--- src/core/tra_pkg.sv ---
// constants and types shared by the read-out amplifier control core
package tra_pkg;

  // ---------------------------------------------------------------------------
  // clock and timing
  // ---------------------------------------------------------------------------
  localparam int CLK_MHZ = 125;
  localparam int T_NORMAL_DELAY_US = 3000;
  localparam int NORMAL_DELAY_CYC = T_NORMAL_DELAY_US * CLK_MHZ;
  localparam int T_DEBOUNCE_US = 1000;
  localparam int DEBOUNCE_CYC = T_DEBOUNCE_US * CLK_MHZ;
  // output time switch positions 0..2; position 3 is hold_until_cleared
  localparam int T_OUT0_MS = 10;
  localparam int T_OUT1_MS = 50;
  localparam int T_OUT2_MS = 500;
  localparam int OUT0_CYC = T_OUT0_MS * 1000 * CLK_MHZ;
  localparam int OUT1_CYC = T_OUT1_MS * 1000 * CLK_MHZ;
  localparam int OUT2_CYC = T_OUT2_MS * 1000 * CLK_MHZ;
  localparam int TMR_W = 27;
  localparam logic [1:0] OUT_SEL_HOLD = 2'h3;

  // ---------------------------------------------------------------------------
  // address limits
  // ---------------------------------------------------------------------------
  localparam logic [7:0] ADDR_MAX_SRAM = 8'hFF;
  localparam logic [7:0] ADDR_MAX_EEPROM = 8'hFD;

  // ---------------------------------------------------------------------------
  // register map (byte addresses, one 32-bit word each)
  // ---------------------------------------------------------------------------
  localparam logic [3:0] REG_CFG = 4'h0;
  localparam logic [3:0] REG_STATUS = 4'h4;
  localparam logic [3:0] REG_DATA = 4'h8;
  localparam logic [3:0] REG_ERR = 4'hC;
  localparam int CFG_EEPROM_BIT = 0;
  localparam int CFG_SOFT_INHIBIT_BIT = 1;
  localparam logic [1:0] CFG_RESET = 2'h0;
  localparam int STAT_MODE_BIT = 0;
  localparam int STAT_OUTSEL_LSB = 1;
  localparam int STAT_ARMED_BIT = 3;
  localparam int STAT_NORMAL_BIT = 4;
  localparam int STAT_ERR_BIT = 5;
  localparam int STAT_PRESENT_BIT = 6;
  localparam int STAT_STATE_LSB = 8;

  // ---------------------------------------------------------------------------
  // error code bits
  // ---------------------------------------------------------------------------
  localparam int ERR_XFER_BIT = 0;
  localparam int ERR_NO_CARRIER_BIT = 2;
  localparam int ERR_ADDR_BIT = 3;

  localparam logic MODE_FREE_RUN = 1'b0;
  localparam logic MODE_TRIGGERED = 1'b1;

  typedef enum logic [4:0] {
    ST_IDLE = 5'b00001,
    ST_READ = 5'b00010,
    ST_DELAY = 5'b00100,
    ST_OK = 5'b01000,
    ST_FAIL = 5'b10000
  } tra_state_t;

endpackage

--- src/core/tra_debounce.sv ---
// synchroniser and debouncer for one external input, with edge pulses
`timescale 1ns/100ps
`default_nettype none
module tra_debounce
  import tra_pkg::*;
#(
  parameter int STABLE_CYC = DEBOUNCE_CYC
)
(
  input wire logic i_clk,
  input wire logic i_sys_rst,
  input wire logic i_pin,
  output logic o_level,
  output logic o_rise,
  output logic o_fall
);

  logic meta_q, meta_d;
  logic sync_q, sync_d;
  logic level_q, level_d;
  logic rise_q, rise_d;
  logic fall_q, fall_d;
  logic [TMR_W-1:0] cnt_q, cnt_d;

  always_comb
  begin
    meta_d = i_pin;
    sync_d = meta_q;
    level_d = level_q;
    rise_d = 1'b0;
    fall_d = 1'b0;
    cnt_d = '0;
    // level accepted only after it stays put for the whole window
    if (sync_q != level_q)
    begin
      cnt_d = cnt_q + 1'b1;
      if (cnt_q >= TMR_W'(STABLE_CYC - 1))
      begin
        level_d = sync_q;
        rise_d = sync_q;
        fall_d = ~sync_q;
        cnt_d = '0;
      end
    end
  end

  always_ff @(posedge i_clk)
  begin
    if (i_sys_rst)
    begin
      meta_q <= 1'b0;
      sync_q <= 1'b0;
      level_q <= 1'b0;
      rise_q <= 1'b0;
      fall_q <= 1'b0;
      cnt_q <= '0;
    end
    else
    begin
      meta_q <= meta_d;
      sync_q <= sync_d;
      level_q <= level_d;
      rise_q <= rise_d;
      fall_q <= fall_d;
      cnt_q <= cnt_d;
    end
  end

  assign o_level = level_q;
  assign o_rise = rise_q;
  assign o_fall = fall_q;

endmodule
`default_nettype wire

--- src/core/tra_core.sv ---
// read-out amplifier control: switch straps, read sequencing, result outputs, avalon registers
`timescale 1ns/100ps
`default_nettype none
module tra_core
  import tra_pkg::*;
#(
  parameter int NORMAL_DELAY = NORMAL_DELAY_CYC,
  parameter int OUT_TIME0 = OUT0_CYC,
  parameter int OUT_TIME1 = OUT1_CYC,
  parameter int OUT_TIME2 = OUT2_CYC,
  parameter int DEBOUNCE = DEBOUNCE_CYC
)
(
  input wire logic i_clk,
  input wire logic i_sys_rst,
  // switches and host pins
  input wire logic [3:0] i_addr_sw_hi,
  input wire logic [3:0] i_addr_sw_lo,
  input wire logic i_mode_sw,
  input wire logic [1:0] i_out_time_sw,
  input wire logic i_read_request_in,
  input wire logic i_inhibit_in,
  input wire logic i_carrier_present,
  output logic [7:0] o_data,
  output logic o_normal,
  output logic o_error,
  // carrier transfer engine, same clock
  output logic o_cr_req,
  output logic [7:0] o_cr_addr,
  input wire logic i_cr_done,
  input wire logic i_cr_ok,
  input wire logic [7:0] i_cr_data,
  // avalon-mm slave
  input wire logic [3:0] i_avs_address,
  input wire logic i_avs_read,
  input wire logic i_avs_write,
  input wire logic [31:0] i_avs_writedata,
  output logic [31:0] o_avs_readdata,
  output logic o_avs_waitrequest
);

  // ---------------------------------------------------------------------------
  // pin conditioning
  // ---------------------------------------------------------------------------
  localparam int NPIN = 3;
  logic [NPIN-1:0] pin_raw, pin_lvl, pin_rise, pin_fall;
  assign pin_raw = {i_carrier_present, i_inhibit_in, i_read_request_in};

  genvar gi;
  generate
    for (gi = 0; gi < NPIN; gi++)
    begin : g_pin
      tra_debounce #(
        .STABLE_CYC(DEBOUNCE)
      ) u_deb (
        .i_clk(i_clk),
        .i_sys_rst(i_sys_rst),
        .i_pin(pin_raw[gi]),
        .o_level(pin_lvl[gi]),
        .o_rise(pin_rise[gi]),
        .o_fall(pin_fall[gi])
      );
    end
  endgenerate

  logic trig_rise, inh_rise, inh_fall, inh_lvl, car_lvl, car_fall;
  assign trig_rise = pin_rise[0];
  assign inh_rise = pin_rise[1];
  assign inh_fall = pin_fall[1];
  assign inh_lvl = pin_lvl[1];
  assign car_lvl = pin_lvl[2];
  assign car_fall = pin_fall[2];

  // switches are static pins but still cross into the clock domain
  logic [11:0] sw_meta_q, sw_sync_q;
  always_ff @(posedge i_clk)
  begin
    sw_meta_q <= {i_addr_sw_hi, i_addr_sw_lo, i_mode_sw, i_out_time_sw, 1'b0};
    sw_sync_q <= sw_meta_q;
  end

  // ---------------------------------------------------------------------------
  // power-up straps
  // ---------------------------------------------------------------------------
  // mode and output time taken a few cycles after reset so the synchroniser is settled; address follows the switches every cycle
  logic [1:0] strap_wait_q, strap_wait_d;
  logic straps_done_q, straps_done_d;
  logic mode_q, mode_d;
  logic [1:0] out_sel_q, out_sel_d;
  logic [7:0] addr_q, addr_d;

  always_comb
  begin
    strap_wait_d = strap_wait_q;
    straps_done_d = straps_done_q;
    mode_d = mode_q;
    out_sel_d = out_sel_q;
    addr_d = {sw_sync_q[11:8], sw_sync_q[7:4]};
    if (!straps_done_q)
    begin
      strap_wait_d = strap_wait_q + 2'h1;
      if (strap_wait_q == 2'h3)
      begin
        straps_done_d = 1'b1;
        mode_d = sw_sync_q[3];
        out_sel_d = sw_sync_q[2:1];
      end
    end
  end

  always_ff @(posedge i_clk)
  begin
    if (i_sys_rst)
    begin
      strap_wait_q <= 2'h0;
      straps_done_q <= 1'b0;
      mode_q <= MODE_FREE_RUN;
      out_sel_q <= 2'h0;
      addr_q <= 8'h00;
    end
    else
    begin
      strap_wait_q <= strap_wait_d;
      straps_done_q <= straps_done_d;
      mode_q <= mode_d;
      out_sel_q <= out_sel_d;
      addr_q <= addr_d;
    end
  end

  // ---------------------------------------------------------------------------
  // configuration register (software)
  // ---------------------------------------------------------------------------
  logic [1:0] cfg_q, cfg_d;
  logic eeprom_type, inhibit_any;
  assign eeprom_type = cfg_q[CFG_EEPROM_BIT];
  assign inhibit_any = inh_lvl | cfg_q[CFG_SOFT_INHIBIT_BIT];

  function automatic logic addr_ok(input logic [7:0] a, input logic eeprom);
    addr_ok = eeprom ? (a <= ADDR_MAX_EEPROM) : (a <= ADDR_MAX_SRAM);
  endfunction

  function automatic logic [TMR_W-1:0] out_time(input logic [1:0] sel);
    unique case (sel)
      2'h0: out_time = TMR_W'(OUT_TIME0);
      2'h1: out_time = TMR_W'(OUT_TIME1);
      2'h2: out_time = TMR_W'(OUT_TIME2);
      default: out_time = '0;
    endcase
  endfunction

  // ---------------------------------------------------------------------------
  // read sequencer
  // ---------------------------------------------------------------------------
  tra_state_t state_q, state_d;
  logic armed_q, armed_d;
  logic [7:0] data_q, data_d;
  logic [7:0] err_code_q, err_code_d;
  logic [TMR_W-1:0] tmr_q, tmr_d;
  logic clear_evt, hold_mode, start_auto;

  assign hold_mode = (out_sel_q == OUT_SEL_HOLD);
  // the clear is the inhibit in free-running, the trigger in triggered mode
  assign clear_evt = (mode_q == MODE_FREE_RUN) ? inh_rise : trig_rise;
  assign start_auto = (mode_q == MODE_FREE_RUN) && armed_q && car_lvl && !inhibit_any;

  always_comb
  begin
    state_d = state_q;
    data_d = data_q;
    err_code_d = err_code_q;
    tmr_d = tmr_q;
    // re-arm once the carrier has gone or inhibit has been let go
    armed_d = armed_q | car_fall | inh_fall | !car_lvl;
    unique case (state_q)
      ST_IDLE:
      begin
        if (straps_done_q
          && (start_auto || (mode_q == MODE_TRIGGERED && trig_rise)))
        begin
          armed_d = 1'b0;
          err_code_d = 8'h00;
          if (!car_lvl || !addr_ok(addr_q, eeprom_type))
          begin
            err_code_d[ERR_NO_CARRIER_BIT] = !car_lvl;
            err_code_d[ERR_ADDR_BIT] = car_lvl;
            data_d = 8'h00;
            tmr_d = out_time(out_sel_q);
            state_d = ST_FAIL;
          end
          else
          begin
            state_d = ST_READ;
          end
        end
      end
      ST_READ:
      begin
        if (i_cr_done)
        begin
          if (i_cr_ok)
          begin
            data_d = i_cr_data;
            tmr_d = TMR_W'(NORMAL_DELAY - 1);
            state_d = ST_DELAY;
          end
          else
          begin
            err_code_d[ERR_XFER_BIT] = 1'b1;
            data_d = 8'h00;
            tmr_d = out_time(out_sel_q);
            state_d = ST_FAIL;
          end
        end
      end
      ST_DELAY:
      begin
        tmr_d = tmr_q - 1'b1;
        if (tmr_q == '0)
        begin
          tmr_d = out_time(out_sel_q);
          state_d = ST_OK;
        end
      end
      ST_OK, ST_FAIL:
      begin
        // result held for the selected time, or until cleared in hold mode
        if (hold_mode && clear_evt)
        begin
          state_d = ST_IDLE;
        end
        else if (!hold_mode)
        begin
          tmr_d = tmr_q - 1'b1;
          if (tmr_q <= TMR_W'(1))
          begin
            state_d = ST_IDLE;
          end
        end
      end
      default:
      begin
        state_d = ST_IDLE;
      end
    endcase
  end

  always_ff @(posedge i_clk)
  begin
    if (i_sys_rst)
    begin
      state_q <= ST_IDLE;
      armed_q <= 1'b1;
      data_q <= 8'h00;
      err_code_q <= 8'h00;
      tmr_q <= '0;
    end
    else
    begin
      state_q <= state_d;
      armed_q <= armed_d;
      data_q <= data_d;
      err_code_q <= err_code_d;
      tmr_q <= tmr_d;
    end
  end

  // ---------------------------------------------------------------------------
  // host outputs
  // ---------------------------------------------------------------------------
  // only pass/fail is signalled on the host pins; armed, state and carrier present leave only via the avalon status word
  logic [7:0] out_data_q, out_data_d;
  logic normal_q, normal_d;
  logic error_q, error_d;

  always_comb
  begin
    out_data_d = inhibit_any ? 8'h00 : data_q;
    normal_d = (state_q == ST_OK);
    error_d = (state_q == ST_FAIL);
  end

  always_ff @(posedge i_clk)
  begin
    if (i_sys_rst)
    begin
      out_data_q <= 8'h00;
      normal_q <= 1'b0;
      error_q <= 1'b0;
    end
    else
    begin
      out_data_q <= out_data_d;
      normal_q <= normal_d;
      error_q <= error_d;
    end
  end

  assign o_data = out_data_q;
  assign o_normal = normal_q;
  assign o_error = error_q;
  assign o_cr_req = (state_q == ST_READ);
  assign o_cr_addr = addr_q;

  // ---------------------------------------------------------------------------
  // avalon-mm register slave
  // ---------------------------------------------------------------------------
  // fixed latency: waitrequest drops on the second cycle of each request
  logic ack_q, ack_d;
  logic [31:0] rdata_q, rdata_d;
  logic [31:0] status_word;

  always_comb
  begin
    status_word = '0;
    status_word[STAT_MODE_BIT] = mode_q;
    status_word[STAT_OUTSEL_LSB +: 2] = out_sel_q;
    status_word[STAT_ARMED_BIT] = armed_q;
    status_word[STAT_NORMAL_BIT] = normal_q;
    status_word[STAT_ERR_BIT] = error_q;
    status_word[STAT_PRESENT_BIT] = car_lvl;
    status_word[STAT_STATE_LSB +: 5] = state_q;
  end

  always_comb
  begin
    ack_d = (i_avs_read || i_avs_write) && !ack_q;
    rdata_d = rdata_q;
    cfg_d = cfg_q;
    if (i_avs_read && !ack_q)
    begin
      unique case (i_avs_address)
        REG_CFG: rdata_d = {30'h0, cfg_q};
        REG_STATUS: rdata_d = status_word;
        REG_DATA: rdata_d = {24'h0, data_q};
        REG_ERR: rdata_d = {16'h0, addr_q, err_code_q};
        default: rdata_d = 32'h0;
      endcase
    end
    if (i_avs_write && ack_q && i_avs_address == REG_CFG)
    begin
      cfg_d = i_avs_writedata[1:0];
    end
  end

  always_ff @(posedge i_clk)
  begin
    if (i_sys_rst)
    begin
      ack_q <= 1'b0;
      rdata_q <= 32'h0;
      cfg_q <= CFG_RESET;
    end
    else
    begin
      ack_q <= ack_d;
      rdata_q <= rdata_d;
      cfg_q <= cfg_d;
    end
  end

  assign o_avs_waitrequest = (i_avs_read || i_avs_write) && !ack_q;
  assign o_avs_readdata = rdata_q;

endmodule
`default_nettype wire

--- config.mk ---
export PLATFORM = sky130hd
export DESIGN_NAME = tra_core
export DESIGN_NICKNAME = d
export VERILOG_FILES = /design/src/core/tra_pkg.sv /design/src/core/tra_debounce.sv /design/src/core/tra_core.sv
export SDC_FILE = /design/constraint.sdc
export NUM_CORES = 1
export LEC_CHECK = 0
export BUFFER_PORTS_ARGS = -buffer_cell sky130_fd_sc_hd__buf_2
export CAP_MARGIN = 10
export CORE_UTILIZATION = 55
export CTS_CLUSTER_SIZE = 40
export DETAILED_ROUTE_END_ITERATION = 12
export PLACE_DENSITY = 0.77
export SYNTH_ARGS = -nofsm -noshare
export SYNTH_HDL_FRONTEND = slang
export SYNTH_HIERARCHICAL = 1
export SYNTH_SLANG_ARGS = --single-unit
--- constraint.sdc ---
create_clock -name i_clk -period 3.81 [get_ports i_clk]
set_clock_uncertainty 0.1 [all_clocks]
set_input_delay 0.5715 -clock i_clk [delete_from_list [all_inputs] [get_ports i_clk]]
set_output_delay 0.5715 -clock i_clk [all_outputs]
set_load 0.01 [all_outputs]
==> flow_metrics.tcl <==
set metrics [dict create \
    wl_met1_um 8760 \
    fin_ws_ns 0.664 \
    highest_layer "met4" \
    grt_pass1_vias 6748 \
    timing.hold.ws_ns 0.0572 \
    start_kind "flip-flop" \
    clk_latency_ns 0.52 \
    cts_resized 0 \
    fin_util_pct 66.1 \
    cts_setup_buffers 0 \
    hp-class "in -> reg" \
    initial_core_util_pct 57.1 \
    avgViaCountPerCell 5.73 \
    n_antenna_cell 0 \
    power_density_mw_per_mm2 602 \
    dp_hpwl_um 13800 \
    holdCritStartpoint "i_addr_sw_lo[3]" \
    status "finished clean" \
    r2r_start "tmr_q[2]" \
    num_io_pins 116 \
    path_cells "or4b_1, or2_2, inv_1, buf_2" \
    setup_violations 0 \
    drtAntennaViolNets 0 \
    drc 0 \
    ff2ff_path_depth 6 \
    p_total_mw 6.12 \
    htreeDepth 1 \
    reg2reg_to "tmr_q[11]" \
    fin_crit_sh_pct 82.6 \
    antenna_found_initial 0 \
    end_kind "primary output" \
    critPathKind "reg -> out" \
    core_area_mm2 0.0154 \
    grt_usage_pct 24.7 \
    chipWidth_um 128 \
    hold_viol 0 \
    crit_path_max_incr_delay_ns 0.70 \
    num_rows 45 \
    synth_area_mm2 0.00878 \
    grt_max_degree 51 \
    place_congestion 0.956 \
    final_common_cell "dfxtp_1" \
    nNetsFinal 1134 \
    vias 7360 \
    syn_area_per_cell_um2 9.14 \
    rsz0062_at_grt "false" \
    area_delta_synth_final_pct 15.8 \
    crit_fanout 15 \
    final_area_mm2 0.0102 \
    worstPathArrival_ns 2.47 \
    fill_cells 1286 \
    period_needed_ns 3.15 \
    drv_slew 0 \
    final_cells 1284 \
    cap_viol_max_count 0 \
    min_to "sw_meta_q[7]" \
    fin_tns_setup_ns 0 \
    ys_warn_count 6 \
    cts_buffers 22 \
    final_cell_mix "203 x dfxtp_1, 119 x nor2_1, 69 x buf_2" \
    drtIter0Drc 644 \
    grt_first_pass_wirelength_um 33000 \
    min_path_cells 1 \
    crit_slowest_cell "or4b_1" \
    clk_pin_slew_ns 0.07 \
    dpl_cell_area_mm2 0.00935 \
    routed_wl_um 20000 \
    dieArea_mm2 0.0165 \
    required_ns 3.14 \
    gr-total-overflow 0 \
    cts_sinks 203 \
    p_leak_nw 3.81 \
    die_h_um 128 \
    timing.reg2reg.setup_slack_ns 0.67 \
    synthCells 960 \
    pre_cts_slack_ns 0.695 \
    holdBufCountCts 0 \
    cts_buffer_depth 3 \
    slew_headroom_pct 38.8 \
    met3_length_um 1330 \
    io_buffers 69 \
    route.met2.wl_um 9390 \
    layout-drive-gt1-share_pct 13.8 \
    ir_drop_v 0.000447 \
    cts_tree "done" \
    dp.cells 1244 \
    clockRootBuffer "clkbuf_16" \
    fmax_mhz 318 \
    first_pass_iters 6 \
    tightest_slew_ns 0.911 \
    routedWlPerCell_um 15.6 \
]
==> where the power goes <==
group	leakage, nW	switching, mW	internal [mW]
combinational	1.76	0.909	0.539
sequential	1.66	0.126	2.23
clock	0.393	0.891	1.43
==> layout make-up <==
| cell class | instances | area, um^2 | share of cell area [%] |
|---|---|---|---|
| multi-input combinational | 722 | 4470 | 44.0 |
| sequential | 203 | 4060 | 40.0 |
| clock buffer | 28 | 613 | 6.03 |
| timing repair buffer | 83 | 450 | 4.43 |
| tap | 211 | 264 | 2.60 |
| clock inverter | 12 | 204 | 2.01 |
| inverter | 25 | 93.8 | 0.923 |
==> per-layer routing <==
| layer | GRT usage, % | vias up |
|---|---|---|
| li1 | - | 3613 |
| met1 | 33.3 | 3447 |
| met2 | 40.1 | 255 |
| met3 | 4.72 | 45 |
| met4 | 7.47 | 0 |
| met5 | 0 | - |
==> worst max-delay path: cells and delay by family, from the launching register on <==
family / cells / cell delay [ns]
and+or+nand+nor: 2 / 1.05
DFF: 1 / 0.49
buffers and inverters: 2 / 0.41
==> state kept, by name (all words and copies together), names as in the netlist, 5 cells and up <==
signal,cells
state_q,5
o_data,8
data_q,8
sw_sync_q,11
sw_meta_q,11
tmr_q,27
o_avs_readdata,16
o_cr_addr,8
g_pin.u_deb/cnt_q,81
==> worst max-delay path by stage <==
stage          startpoint         end  slack, ns  cells after the start
2_1_floorplan   tmr_q[16]  state_q[4]       0.95                      7
3_3_place_gp    tmr_q[16]   tmr_q[25]       0.72                      6
3_5_place_dp    tmr_q[16]   tmr_q[25]       0.70                      6
4_1_cts         tmr_q[16]   tmr_q[25]       0.68                      6
5_1_grt        state_q[4]   tmr_q[24]       0.55                      7
6_report       state_q[4]    o_cr_req       0.66                      4
(Power assumes the default switching activity.)
